==> config.mk <==
export PLATFORM = sky130hd
export DESIGN_NAME = ust_status_ctrl
export DESIGN_NICKNAME = d
export VERILOG_FILES = /design/src/include/ust_pkg.sv /design/src/verilog/ust_status_ctrl.sv
export SDC_FILE = /design/constraint.sdc
export NUM_CORES = 2
export LEC_CHECK = 0
export BUFFER_PORTS_ARGS = -buffer_cell sky130_fd_sc_hd__buf_2
export CAP_MARGIN = 20
export CORE_AREA = 2 2 629 318
export DETAILED_ROUTE_END_ITERATION = 8
export DIE_AREA = 0 0 631 320
export GPL_TIMING_DRIVEN = 0
export HOLD_SLACK_MARGIN = 0.1
export PLACE_DENSITY = 0.46
export SYNTH_ARGS = -nofsm -noshare
export SYNTH_HDL_FRONTEND = slang
export SYNTH_SLANG_ARGS = --single-unit
==> constraint.sdc <==
create_clock -name clk -period 8.67 [get_ports clk]
set_input_delay 1.734 -clock clk [delete_from_list [all_inputs] [get_ports clk]]
set_output_delay 1.734 -clock clk [all_outputs]
set_load 0.02 [all_outputs]
==> src/include/ust_pkg.sv <==
package ust_pkg;

	// ----------------------------------------
	// Register offsets
	// ----------------------------------------
	localparam logic [3:0] OFS_DATA = 4'h0;
	localparam logic [3:0] OFS_IER = 4'h1;
	localparam logic [3:0] OFS_MCR = 4'h4;
	localparam logic [3:0] OFS_LSR = 4'h5;
	localparam logic [3:0] OFS_MSR = 4'h6;
	localparam logic [3:0] OFS_SPR = 4'h7;
	localparam logic [3:0] OFS_FEATURE_CONTROL = 4'h8;
	localparam logic [3:0] OFS_EFR = 4'h9;

	// ----------------------------------------
	// Reset values
	// ----------------------------------------
	localparam logic [7:0] SPR_RST = 8'hff;
	localparam logic [7:0] REG_RST = 8'h00;
	localparam logic [3:0] DLY_RST = 4'h0;

	// ----------------------------------------
	// Field positions
	// ----------------------------------------
	localparam int IER_RX = 0;
	localparam int IER_THR = 1;
	localparam int IER_LSR = 2;
	localparam int IER_MSR = 3;
	localparam int MCR_DTR = 0;
	localparam int MCR_RTS = 1;
	localparam int MCR_AFSEL = 2;
	localparam int MCR_OP2 = 3;
	localparam int MCR_LOOP = 4;
	localparam int EFR_ENH = 4;
	localparam int EFR_ACTS = 7;
	localparam int FEATURE_CONTROL_IRINV = 4;
	localparam int FEATURE_CONTROL_485 = 5;
	localparam logic [1:0] TABLE_D = 2'h3;

	// ----------------------------------------
	// Sizes and tables
	// ----------------------------------------
	localparam int FIFO_DEPTH = 64;
	localparam logic [5:0] HYST_LUT [16] = '{6'h00, 6'h04, 6'h06, 6'h08, 6'h08, 6'h10, 6'h18, 6'h20,
		6'h0c, 6'h14, 6'h1c, 6'h24, 6'h28, 6'h2c, 6'h30, 6'h34};

	typedef struct packed {
		logic brk;
		logic fe;
		logic pe;
		logic [7:0] data;
	} ust_rx_char_s;

	typedef enum logic [1:0] {
		RS_IDLE = 2'b00,
		RS_DRIVE = 2'b01,
		RS_TURN = 2'b10
	} ust_rs_e;

endpackage

==> src/verilog/ust_status_ctrl.sv <==
`timescale 1ns/1ns
// Behaviour
// RULE1: line-status interrupt on any errored FIFO character
// RULE2: reading line status clears bits four..one
// RULE3: data ready while receive data waits
// RULE4: overrun on full FIFO, FIFO untouched
// RULE5: parity flag tracks readable character only
// RULE6: framing flag tracks readable character only
// RULE7: one break character per break event
// RULE8: holding empty sets on empty, clears on write
// RULE9: holding empty with enable raises interrupt
// RULE10: transmitter empty only when fully idle
// RULE11: bit seven while errored characters remain
// RULE12: CTS DSR CD deltas, modem interrupt
// RULE13: ring delta only on ring ending edge
// RULE14: auto CTS halts between characters
// RULE15: status upper nibble is inverted pins
// RULE16: loopback mirrors modem control bits
// RULE17: turnaround delay 0..15 bit times
// RULE18: delay writes only with enhanced enable
// RULE19: scratch register, resets to all ones
// RULE20: hysteresis used only with table D
// RULE21: infrared receive polarity select
// RULE22: RTS low after last stop plus delay
// RULE23: RTS high on load before start bit
// RULE24: RS485 moves transmit interrupt to shift empty
// RULE25: hysteresis encoding to character counts
// RULE26: bits seven..six pick trigger table
// RULE27: modem status read clears deltas
// RULE28: delay counts transmitter bit periods
module ust_status_ctrl
	import ust_pkg::*;
(
	input wire logic clk,
	input wire logic arst_n,
	input wire logic [3:0] reg_addr,
	input wire logic reg_wr,
	input wire logic reg_rd,
	input wire logic [7:0] reg_wdata,
	output logic [7:0] reg_rdata,
	input wire logic fifo_en,
	input wire logic rx_done,
	input wire ust_rx_char_s rx_char,
	output logic [7:0] tx_data,
	output logic tx_valid,
	input wire logic tx_take,
	input wire logic tx_busy,
	input wire logic bit_tick,
	input wire logic cts_n,
	input wire logic dsr_n,
	input wire logic ri_n,
	input wire logic cd_n,
	output logic rts_n,
	output logic dtr_n,
	output logic irq,
	input wire logic ir_rx_in,
	output logic ir_rx_dec,
	output logic [1:0] trig_table,
	output logic hyst_on,
	output logic [5:0] hyst_chars
);

	// ----------------------------------------
	// Register port decode
	// ----------------------------------------
	logic wr_thr, wr_ier, wr_mcr, wr_dly, wr_spr, wr_feature_control, wr_efr;
	logic rd_rhr, rd_lsr, rd_msr;
	assign wr_thr = reg_wr && reg_addr == OFS_DATA;
	assign wr_ier = reg_wr && reg_addr == OFS_IER;
	assign wr_mcr = reg_wr && reg_addr == OFS_MCR;
	assign wr_dly = reg_wr && reg_addr == OFS_MSR;
	assign wr_spr = reg_wr && reg_addr == OFS_SPR;
	assign wr_feature_control = reg_wr && reg_addr == OFS_FEATURE_CONTROL;
	assign wr_efr = reg_wr && reg_addr == OFS_EFR;
	assign rd_rhr = reg_rd && reg_addr == OFS_DATA;
	assign rd_lsr = reg_rd && reg_addr == OFS_LSR;
	assign rd_msr = reg_rd && reg_addr == OFS_MSR;

	// ----------------------------------------
	// Control registers
	// ----------------------------------------
	logic [3:0] interrupt_enable;
	logic [7:0] modem_control, enhanced_feature, feature_control, scratch_pad;
	logic [3:0] dly;

	always_ff @(posedge clk or negedge arst_n) begin
		if (!arst_n) begin
			interrupt_enable <= REG_RST[3:0];
			enhanced_feature <= REG_RST;
			feature_control <= REG_RST;
		end else begin
			if (wr_ier)
				interrupt_enable <= reg_wdata[3:0];
			if (wr_efr)
				enhanced_feature <= reg_wdata;
			if (wr_feature_control)
				feature_control <= reg_wdata;
		end
	end

	// Upper modem control bits are latched unless enhanced mode is open
	always_ff @(posedge clk or negedge arst_n) begin
		if (!arst_n)
			modem_control <= REG_RST;
		else if (wr_mcr)
			modem_control <= enhanced_feature[EFR_ENH] ? reg_wdata : {modem_control[7:5], reg_wdata[4:0]};
	end

	always_ff @(posedge clk or negedge arst_n) begin
		if (!arst_n)
			dly <= DLY_RST;
		else if (wr_dly && enhanced_feature[EFR_ENH])
			dly <= reg_wdata[7:4]; // [RULE17] [RULE18]
	end

	always_ff @(posedge clk or negedge arst_n) begin
		if (!arst_n)
			scratch_pad <= SPR_RST; // [RULE19]
		else if (wr_spr)
			scratch_pad <= reg_wdata; // [RULE19]
	end

	// ----------------------------------------
	// Receive FIFO
	// ----------------------------------------
	ust_rx_char_s rx_mem [FIFO_DEPTH];
	ust_rx_char_s head;
	logic [5:0] rx_wp, rx_rp;
	logic [6:0] rx_cnt, err_cnt;
	logic rx_full, rx_push, rx_pop, brk_held, brk_dup, dr;
	logic push_err, pop_err, ovr, hide, show;

	assign head = rx_mem[rx_rp];
	assign dr = rx_cnt != 7'h00; // [RULE3]
	// Without the FIFO the holding register is a one-deep FIFO
	assign rx_full = fifo_en ? rx_cnt == 7'(FIFO_DEPTH) : dr;
	assign brk_dup = rx_char.brk && brk_held; // [RULE7]
	assign rx_push = rx_done && !rx_full && !brk_dup; // [RULE4]
	assign rx_pop = rd_rhr && dr;
	assign push_err = rx_push && (rx_char.pe || rx_char.fe || rx_char.brk);
	assign pop_err = rx_pop && (head.pe || head.fe || head.brk);

	always_ff @(posedge clk) begin
		if (rx_push)
			rx_mem[rx_wp] <= rx_char;
	end

	always_ff @(posedge clk or negedge arst_n) begin
		if (!arst_n) begin
			rx_wp <= 6'h00;
			rx_rp <= 6'h00;
			rx_cnt <= 7'h00;
		end else begin
			if (rx_push)
				rx_wp <= rx_wp + 6'h01;
			if (rx_pop)
				rx_rp <= rx_rp + 6'h01;
			if (rx_push && !rx_pop)
				rx_cnt <= rx_cnt + 7'h01;
			else if (rx_pop && !rx_push)
				rx_cnt <= rx_cnt - 7'h01;
		end
	end

	// Count of errored characters still inside the FIFO
	always_ff @(posedge clk or negedge arst_n) begin
		if (!arst_n)
			err_cnt <= 7'h00;
		else if (push_err && !pop_err)
			err_cnt <= err_cnt + 7'h01; // [RULE11]
		else if (pop_err && !push_err)
			err_cnt <= err_cnt - 7'h01; // [RULE11]
	end

	// A break held across several frames yields one character only
	always_ff @(posedge clk or negedge arst_n) begin
		if (!arst_n)
			brk_held <= 1'b0;
		else if (rx_done)
			brk_held <= rx_char.brk; // [RULE7]
	end

	// Overrun: the set wins over a read in the same cycle
	always_ff @(posedge clk or negedge arst_n) begin
		if (!arst_n)
			ovr <= 1'b0;
		else if (rx_done && rx_full)
			ovr <= 1'b1; // [RULE4]
		else if (rd_lsr)
			ovr <= 1'b0; // [RULE2]
	end

	// Error tags follow the head character; a new head shows its own tags again
	always_ff @(posedge clk or negedge arst_n) begin
		if (!arst_n)
			hide <= 1'b0;
		else if (rx_pop || (rx_push && !dr))
			hide <= 1'b0; // [RULE5] [RULE6]
		else if (rd_lsr)
			hide <= 1'b1; // [RULE2]
	end
	assign show = dr && !hide;

	// ----------------------------------------
	// Transmit FIFO
	// ----------------------------------------
	logic [7:0] tx_mem [FIFO_DEPTH];
	logic [5:0] tx_wp, tx_rp;
	logic [6:0] tx_cnt;
	logic tx_full, tx_push, tx_pop, thre, temt, cts_halt;

	assign tx_full = fifo_en ? tx_cnt == 7'(FIFO_DEPTH) : !thre;
	assign tx_push = wr_thr && !tx_full;
	assign thre = tx_cnt == 7'h00; // [RULE8]
	assign temt = thre && !tx_busy; // [RULE10]
	// The transmitter only takes a byte between characters, so a halt never cuts one short
	assign tx_valid = !thre && !cts_halt; // [RULE14]
	assign tx_pop = tx_take && tx_valid;
	assign tx_data = tx_mem[tx_rp];

	always_ff @(posedge clk) begin
		if (tx_push)
			tx_mem[tx_wp] <= reg_wdata;
	end

	always_ff @(posedge clk or negedge arst_n) begin
		if (!arst_n) begin
			tx_wp <= 6'h00;
			tx_rp <= 6'h00;
			tx_cnt <= 7'h00;
		end else begin
			if (tx_push)
				tx_wp <= tx_wp + 6'h01;
			if (tx_pop)
				tx_rp <= tx_rp + 6'h01;
			if (tx_push && !tx_pop)
				tx_cnt <= tx_cnt + 7'h01; // [RULE8]
			else if (tx_pop && !tx_push)
				tx_cnt <= tx_cnt - 7'h01; // [RULE8]
		end
	end

	// ----------------------------------------
	// Modem status
	// ----------------------------------------
	logic [3:0] lvl, lvl_q, delta, dset;
	logic lvl_ok;

	always_comb begin
		if (modem_control[MCR_LOOP])
			lvl = {modem_control[MCR_OP2], modem_control[MCR_AFSEL], modem_control[MCR_DTR], modem_control[MCR_RTS]}; // [RULE16]
		else
			lvl = ~{cd_n, ri_n, dsr_n, cts_n}; // [RULE15]
	end

	// Ring status falling means the pin went back high: end of ringing
	assign dset = {lvl[3] ^ lvl_q[3], lvl_q[2] && !lvl[2], lvl[1:0] ^ lvl_q[1:0]}; // [RULE12] [RULE13]

	// No delta on the first sample after reset, when the history is unknown
	always_ff @(posedge clk or negedge arst_n) begin
		if (!arst_n) begin
			lvl_q <= 4'h0;
			lvl_ok <= 1'b0;
		end else begin
			lvl_q <= lvl;
			lvl_ok <= 1'b1;
		end
	end

	always_ff @(posedge clk or negedge arst_n) begin
		if (!arst_n)
			delta <= 4'h0;
		else
			delta <= (rd_msr ? 4'h0 : delta) | (lvl_ok ? dset : 4'h0); // [RULE27] [RULE12]
	end

	assign cts_halt = enhanced_feature[EFR_ACTS] && !modem_control[MCR_AFSEL] && !lvl[0]; // [RULE14]
	assign dtr_n = !modem_control[MCR_DTR];

	// ----------------------------------------
	// Auto RS485 direction
	// ----------------------------------------
	ust_rs_e rs_st;
	logic [3:0] rs_cnt;
	logic rs_on;
	assign rs_on = feature_control[FEATURE_CONTROL_485];

	always_ff @(posedge clk or negedge arst_n) begin
		if (!arst_n) begin
			rs_st <= RS_IDLE;
			rs_cnt <= 4'h0;
		end else if (!rs_on) begin
			rs_st <= RS_IDLE;
			rs_cnt <= 4'h0;
		end else begin
			unique case (rs_st)
				RS_IDLE: begin
					if (tx_push || !temt)
						rs_st <= RS_DRIVE; // [RULE23]
				end
				RS_DRIVE: begin
					rs_cnt <= 4'h0;
					if (temt && !tx_push)
						rs_st <= (dly == 4'h0) ? RS_IDLE : RS_TURN; // [RULE22]
				end
				RS_TURN: begin
					if (tx_push || !temt)
						rs_st <= RS_DRIVE; // [RULE23]
					else if (bit_tick) begin
						rs_cnt <= rs_cnt + 4'h1; // [RULE28]
						if (rs_cnt + 4'h1 == dly)
							rs_st <= RS_IDLE; // [RULE17] [RULE22]
					end
				end
				default: rs_st <= RS_IDLE;
			endcase
		end
	end

	// High while the transceiver drives the line
	assign rts_n = rs_on ? (rs_st != RS_IDLE) : !modem_control[MCR_RTS]; // [RULE22] [RULE23]

	// ----------------------------------------
	// Feature control outputs
	// ----------------------------------------
	assign ir_rx_dec = ir_rx_in ^ feature_control[FEATURE_CONTROL_IRINV]; // [RULE21]
	assign trig_table = feature_control[7:6]; // [RULE26]
	assign hyst_on = feature_control[7:6] == TABLE_D; // [RULE20]
	assign hyst_chars = hyst_on ? HYST_LUT[feature_control[3:0]] : 6'h00; // [RULE20] [RULE25]

	// ----------------------------------------
	// Interrupt request
	// ----------------------------------------
	logic tx_src, line_err;
	assign tx_src = rs_on ? temt : thre; // [RULE24]
	assign line_err = ovr || err_cnt != 7'h00 || (show && (head.pe || head.fe || head.brk));
	assign irq = (interrupt_enable[IER_RX] && dr)
		|| (interrupt_enable[IER_THR] && tx_src) // [RULE9]
		|| (interrupt_enable[IER_LSR] && line_err) // [RULE1]
		|| (interrupt_enable[IER_MSR] && delta != 4'h0); // [RULE12]

	// ----------------------------------------
	// Read data
	// ----------------------------------------
	logic [7:0] line_status, rd_val;
	assign line_status = {err_cnt != 7'h00, temt, thre, show && head.brk, show && head.fe, show && head.pe, ovr, dr};

	always_comb begin
		unique case (reg_addr)
			OFS_DATA: rd_val = head.data;
			OFS_IER: rd_val = {4'h0, interrupt_enable};
			OFS_MCR: rd_val = modem_control;
			OFS_LSR: rd_val = line_status;
			OFS_MSR: rd_val = {lvl, delta};
			OFS_SPR: rd_val = scratch_pad;
			OFS_FEATURE_CONTROL: rd_val = feature_control;
			OFS_EFR: rd_val = enhanced_feature;
			default: rd_val = 8'h00;
		endcase
	end

	always_ff @(posedge clk or negedge arst_n) begin
		if (!arst_n)
			reg_rdata <= 8'h00;
		else if (reg_rd)
			reg_rdata <= rd_val;
	end

endmodule
# ---- Word-level counts from Yosys, hierarchy flattened
# Memories as Yosys holds them, arrays and structs flattened.
# Cells that the tools add are included.
dict set report totals {
  reg_bits 111
  ram_bits 1216
  mem_bits_ro 96
  in_bits 37
  output_inout_bits 30
  wordCells 190
  n_memories 3
}
# name depth word_bits read_ports rd_clocked_by_memory_dff wr line
set mem_list {}
lappend mem_list {rx_mem 64 11 1 0 1 ust_status_ctrl.sv:126} ;# ust_rx_char_s rx_mem [FIFO_DEPTH];
lappend mem_list {tx_mem 64 8 1 0 1 ust_status_ctrl.sv:207} ;# logic [7:0] tx_mem [FIFO_DEPTH];
lappend mem_list {{(name not given)} 16 6 1 0 0 ust_status_ctrl.sv:329} ;# assign hyst_chars = hyst_on ? HYST_LUT[feature_control[3:0]] : 6'h00;
dict set report classes {
  n_addsub 11
  magnitude_cmp 1
  n_eq_ne 20
  n_mux 37
  bitwise_logic 6
  n_reduce_logical 89
}
# op n
set ops {}
lappend ops {{$pmux 8 s8} 1}
lappend ops {{$logic_and 1x1->1} 42}
lappend ops {{$mux 7} 6}
lappend ops {{$add 6x1->6 const B} 4}
lappend ops {{$mux 4} 6}
lappend ops {{$add 7x1->7 const B} 3}
lappend ops {{$sub 7x1->7 const B} 3}
lappend ops {{$logic_not 1->1} 20}
lappend ops {{$mux 6} 3}
lappend ops {{$eq 4x3->1 const B} 4}
lappend ops {{$eq 7x7->1 const B} 2}
lappend ops {{$mux 2} 7}
lappend ops {{$reduce_bool 7->1} 2}
lappend ops {{$mux 1} 12}
lappend ops {{$ne 3x3->1 const B} 4}
lappend ops {{$reduce_bool 2->1} 6}
lappend ops {{$logic_or 1x1->1} 11}
lappend ops {{$eq 4x4->1 const B} 2}
lappend ops {{$logic_not 4->1} 2}
lappend ops {{$ne 4x4->1 const B} 2}
lappend ops {{$pmux 4 s2} 1}
lappend ops {{$logic_not 7->1} 1}
lappend ops {{$pmux 2 s3} 1}
lappend ops {{$ge 5x5->1 const B} 1}
lappend ops {{16 further kinds} 18}

# ---- Depth between registers and ports, before layout
dict set report depth {
  word_depth 10
  depth_mapped 21
  mapped_depth_nobuf 16
}

# ---- Worst setup path after synthesis
# Ideal clock, no wire load.
dict set report synth_path {
  kind {input port to flip-flop}
  start {in reg_addr[1]}
  end {reg rx_cnt[6]}
  setup_ps 79
  arrival_ps 4744
  t_required_ps 8591
  slack_ps 3847
  stages 16
  n_path_buf 1
  cell_sequence {or2_1 > clkbuf_1 > nor3_2 > nand2_1 > nor2_1 > inv_1 > ha_1 > inv_1 > ha_1 > nor2b_1 > o21ai_0 > a21boi_0 > o21a_1 > or3_1 > a21oi_1 > xor2_1}
}
dict set report synth_via {
  elab_chain_len 6
  word_cells_on_any_way 8
  classes_between {mux: 1; reduce/logical: 7}
}
# element line
set synth_rtl {}
lappend synth_rtl {{start, declared} ust_status_ctrl.sv:36} ;# input wire logic [3:0] reg_addr,
lappend synth_rtl {{$logic_not 4->1 (*)} ust_status_ctrl.sv:75} ;# assign rd_rhr = reg_rd && reg_addr == OFS_DATA;
lappend synth_rtl {{$logic_and 1x1->1 (*)} ust_status_ctrl.sv:75}
lappend synth_rtl {{$logic_and 1x1->1 (*)} ust_status_ctrl.sv:139} ;# assign rx_pop = rd_rhr && dr;
lappend synth_rtl {{$logic_not 1->1} ust_status_ctrl.sv:158} ;# if (rx_push && !rx_pop)
lappend synth_rtl {{$logic_and 1x1->1} ust_status_ctrl.sv:158}
lappend synth_rtl {{$mux 7 or $reduce_bool 2->1 (tied branches)} n/a}
lappend synth_rtl {{end signal, assigned} ust_status_ctrl.sv:159} ;# rx_cnt <= rx_cnt + 7'h01;
lappend synth_rtl {{end signal, assigned} ust_status_ctrl.sv:161} ;# rx_cnt <= rx_cnt - 7'h01;
lappend synth_rtl {{end, declared} ust_status_ctrl.sv:129} ;# logic [6:0] rx_cnt, err_cnt;
# Mark *: on every way between the ends. The rest lies on a longest branch, timed or not.
# A chain may end at the register's enable or synchronous reset.

# ---- Worst setup path in the final report
dict set report layout_path {
  start {reg rx_rp[1]}
  end {out irq}
}
dict set report layout_via {
  elab_chain_len 8
}
# element line
set layout_rtl {}
lappend layout_rtl {{start, declared} ust_status_ctrl.sv:128} ;# logic [5:0] rx_wp, rx_rp;
lappend layout_rtl {{start signal, assigned} ust_status_ctrl.sv:157} ;# rx_rp <= rx_rp + 6'h01;
lappend layout_rtl {{$mem_v2 64x11 (*)} n/a}
lappend layout_rtl {{$logic_or 1x1->1} ust_status_ctrl.sv:336} ;# assign line_err = ovr || err_cnt != 7'h00 || (show && (head.pe || head.fe || head.brk));
lappend layout_rtl {{$logic_or 1x1->1 (*)} ust_status_ctrl.sv:336}
lappend layout_rtl {{$logic_and 1x1->1 (*)} ust_status_ctrl.sv:336}
lappend layout_rtl {{$logic_or 1x1->1 (*)} ust_status_ctrl.sv:336}
lappend layout_rtl {{$logic_and 1x1->1 (*)} ust_status_ctrl.sv:339} ;# || (interrupt_enable[IER_LSR] && line_err)
lappend layout_rtl {{$logic_or 1x1->1 (*)} ust_status_ctrl.sv:339}
lappend layout_rtl {{$logic_or 1x1->1 (*)} ust_status_ctrl.sv:340} ;# || (interrupt_enable[IER_MSR] && delta != 4'h0);
lappend layout_rtl {{end, declared} ust_status_ctrl.sv:55} ;# output logic irq,
# Marked as above.

==> impl_metrics.py <==
metrics = {
    "power_and_ir_drop": {
        "p_total_mw": 18.03,
        "power.share.combinational": 0.286,
        "ir_drop_mv": 0.2015,
        "p_per_area_nw_per_um2": 293.0,
        "switching_share": 0.3112,
        "seqPwrFrac": 0.406,
        "p_sw_mw": 5.610,
        "clock_power_share": 0.308,
        "power_leakage_nw": 19.36,
        "internal_power_mw": 12.42,
    },
    "timing": {
        "finalHoldViolCount": 0,
        "slew_viol_final": 0,
        "tightest_slew_ps": 1266,
        "hold_ws_ps": 475.5,
        "skew_ps": 41.92,
        "fin_crit_sh": 0.7675,
        "setup-tns-final_ps": 0,
        "worst_slack_ps": 2016,
        "setup_viol_count_final": 0,
        "min_period_ps": 6654,
        "slew_headroom": 0.1562,
        "rsz0062_at_grt": "no",
        "max_freq_mhz": 150.3,
    },
    "cts": {
        "cts_tree": "done",
        "cts_buffers": 131,
        "postCtsSetupBuffers": 0,
        "clkLatencyLatePin_ps": 790,
        "cts_hold_buf": 0,
        "cts.sinks": 1327,
        "clockBufferDepth": 3,
        "htreeDepth": 4,
        "cts_resized": 0,
        "clock-root-buffer": "clkbuf_16",
        "path_clk_slew_ps": 60,
    },
    "detailed_routing": {
        "vias": 26740,
        "wl_mm": 151.7,
        "drcViolationCount": 0,
        "drt_iter0_markers": 2712,
        "routedWlPerCell_um": 27.09,
        "via_per_inst": 4.774,
        "firstDrtPassIters": 5,
        "final_antenna_net_count": 0,
    },
    "global_routing": {
        "grt_pass1_vias": 27290,
        "grt_max_degree": 89,
        "antenna_found_initial": 10,
        "grt_pass1_wl_mm": 213.9,
        "grt-ovfl-total": 0,
        "track_usage": 0.1500,
    },
    "synthesis": {
        "synth_edf_count": 1216,
        "syn_area_um2": 52820,
        "yosys_most_used_dff": "edfxtp_1",
        "ys_ff_latch": 1327,
        "ys_seq_area_frac": 0.7441,
        "avgSynthCellArea_um2": 20.32,
        "async_reset_ff_frac": 0.08365,
        "synth_cell_types": 71,
        "synth_cells": 2600,
        "synth_nets": 2665,
        "synth.yosys.warnings": 0,
    },
    "critical_path": {
        "critPathArrivalTime_ps": 4920,
        "end_kind": "output pin",
        "cp-start-kind": "flip-flop",
        "crit_top_cell": "buf_2",
        "r2r_start": "rx_rp[1]$_DFFE_PN0P_",
        "worstPathMaxFanout": 10,
        "cp.required_ps": 6940,
        "path_cells": "buf_4, buf_2, buf_2, buf_2, buf_2, a21oi_1, o22ai_1, nand3_1, nand2_1, o41ai_1, buf_2, buf_2",
        "critPathCapture": "irq",
        "reg2reg_slack_ps": 2940,
        "r2r_cells": 19,
        "setup.worst_path.start": "rx_rp[1]$_DFFE_PN0P_",
        "cp_slowest_cell": "buf_2",
        "max_stage_delay_ps": 630,
        "timing.rr.end": "err_cnt[6]$_DFFE_PN0P_",
        "path_class": "reg2out",
    },
    "floorplanning": {
        "die_area_um2": 201900,
        "io_pins": 67,
        "rows": 115,
        "die_h_um": 320,
        "die_w_um": 631,
        "core_um2": 196000,
        "start_util": 0.2695,
    },
    "place": {
        "dp_hpwl_mm": 99.13,
        "placed_area_um2": 57230,
        "gp_congestion": 0.8121,
        "dp_cells": 5355,
        "place_worst_setup_slack_ps": 2456,
        "port_buffers": 64,
    },
    "cells_and_area": {
        "design_area_um2": 61520,
        "layout-drive-gt1-share": 0.2710,
        "nets": 2932,
        "syn2layout_area_growth_pct": 16.47,
        "fin_cells": 5601,
        "post-route-util": 0.3139,
    },
    "hold_path": {
        "hold_path_startpoint": "err_cnt[6]$_DFFE_PN0P_",
        "hold_class": "reg2reg",
    },
    "run": {
        "drv_cap": 0,
    },
    "status": {
        "outcome": "finished clean",
    },
}
-- synthesized netlist by cell type, types with 5 or more instances --
cell      number  area, µm²
buf_2         38      190.2
ha_1          25      312.8
a221oi_1      13      113.9
nor3_1         6      30.03
dfstp_2        8      210.2
nor2_1       169      634.4
nand2_1       82      307.8
buf_6          8      90.09
nand4_1        7      43.79
o21ai_0       39      195.2
nand2b_1       5      31.28
mux2i_1       72      720.7
a211o_1        6      52.55
a211oi_1       6      45.04
mux4_2       337       7590
buf_1         26      97.59
xor2_1        14      122.6
buf_4         10      75.07
and2_1         6      37.54
clkbuf_1      63      236.5
a21o_1         7      52.55
edfxtp_1    1216      36520
and3_1         5      31.28
dfrtp_1      103       2577
nand3_1       22      110.1
nand3b_1      13      97.59
mux2_2        57      641.9
a22o_1         9      78.83
a21oi_1       44      220.2
o22ai_1       11      68.82
o221ai_1      15      131.4
nor2b_1       12      75.07
xnor2_1       32      280.3
a22oi_1       18      135.1
inv_1         27      101.4
a31oi_1        5      31.28
-- cell usage in the layout, fill, tap and decap left out, types with 14 or more instances in the layout --
cell type / Yosys / layout
a22oi_1: 18 / 18
nor2_2: 0 / 30
xor2_1: 14 / 14
ha_1: 25 / 25
buf_12: 0 / 14
clkbuf_16: 0 / 138
o21ai_0: 39 / 39
mux2_2: 57 / 57
o221ai_1: 15 / 15
inv_1: 27 / 27
buf_8: 0 / 15
mux2i_1: 72 / 72
buf_6: 8 / 31
clkinv_1: 1 / 28
nand2_1: 82 / 82
xnor2_1: 32 / 32
dfrtp_1: 103 / 103
buf_2: 38 / 98
a21oi_1: 44 / 44
nand3_1: 22 / 22
mux4_2: 337 / 337
nor2_1: 169 / 139
clkbuf_1: 63 / 98
clkinv_2: 0 / 14
edfxtp_1: 1216 / 1216
buf_4: 10 / 32
buf_1: 26 / 25
-- worst min-delay path by stage --
| stage | depth (start not counted) | to | slack [ps] |
|---|---|---|---|
| floorplan | 1 | err_cnt[6]$_DFFE_PN0P_ | 440 |
| global placement | 1 | err_cnt[6]$_DFFE_PN0P_ | 470 |
| detailed placement | 1 | err_cnt[6]$_DFFE_PN0P_ | 470 |
| CTS | 1 | err_cnt[6]$_DFFE_PN0P_ | 480 |
| global route | 1 | err_cnt[6]$_DFFE_PN0P_ | 500 |
| finish | 1 | err_cnt[6]$_DFFE_PN0P_ | 480 |
-- power groups by stage --
stage / clock network (mW) / logic (mW) / registers, mW
floorplan: 0 / 3.22 / 7.40
global placement: 0 / 5.14 / 7.46
detailed placement: 0 / 5.21 / 7.46
CTS: 5.67 / 5.23 / 7.32
global route: 5.94 / 5.44 / 7.34
finish: 5.55 / 5.16 / 7.32
-- cell type report --
type | count | area [µm²]
fill | 18900 | 134500
sequential | 1327 | 39300
multi-input combinational | 1099 | 12790
clock buffer | 177 | 3633
tap | 2632 | 3293
timing repair buffer | 134 | 1252
buffer | 145 | 690.7
clock inverter | 56 | 439.2
inverter | 29 | 108.9
antenna | 2 | 5.005
-- sequential cells by signal (all words and copies together) (netlist names), 6 cells and up --
| register | cells |
|---|---|
| rx_wp | 6 |
| rx_rp | 6 |
| tx_rp | 6 |
| tx_cnt | 7 |
| feature_control | 8 |
| rx_cnt | 7 |
| scratch_pad | 8 |
| reg_rdata | 8 |
| rx_mem | 704 |
| modem_control | 8 |
| err_cnt | 7 |
| tx_mem | 512 |
| tx_wp | 6 |
| enhanced_feature | 8 |
-- critical path: cells and delay by family (launching register included) --
family | cells | cell delay, ps
buffers and inverters | 7 | 2690
AO/OA/AOI/OAI | 3 | 650
flip-flops | 1 | 370
AND/OR/NAND/NOR | 2 | 360
-- per-layer routing --
metal,up-vias,track usage,part of all wire
met5,-,0,0
met4,0,0.03913,0.021
met3,171,0.02561,0.048
met2,731,0.2490,0.49
met1,14640,0.2036,0.44
li1,11200,-,-
-- cells by family after synthesis --
kind of cell | share of synthesized area
AND/OR/NAND/NOR | 0.03004
buffers and inverters | 0.01511
AO/OA/AOI/OAI | 0.02644
multiplexers | 0.1695
flip-flops | 0.7441
other | 0.0001422
adder cells (fa/ha/maj) | 0.007059
XOR/XNOR | 0.007628
Power figures use the tool's default switching activity.
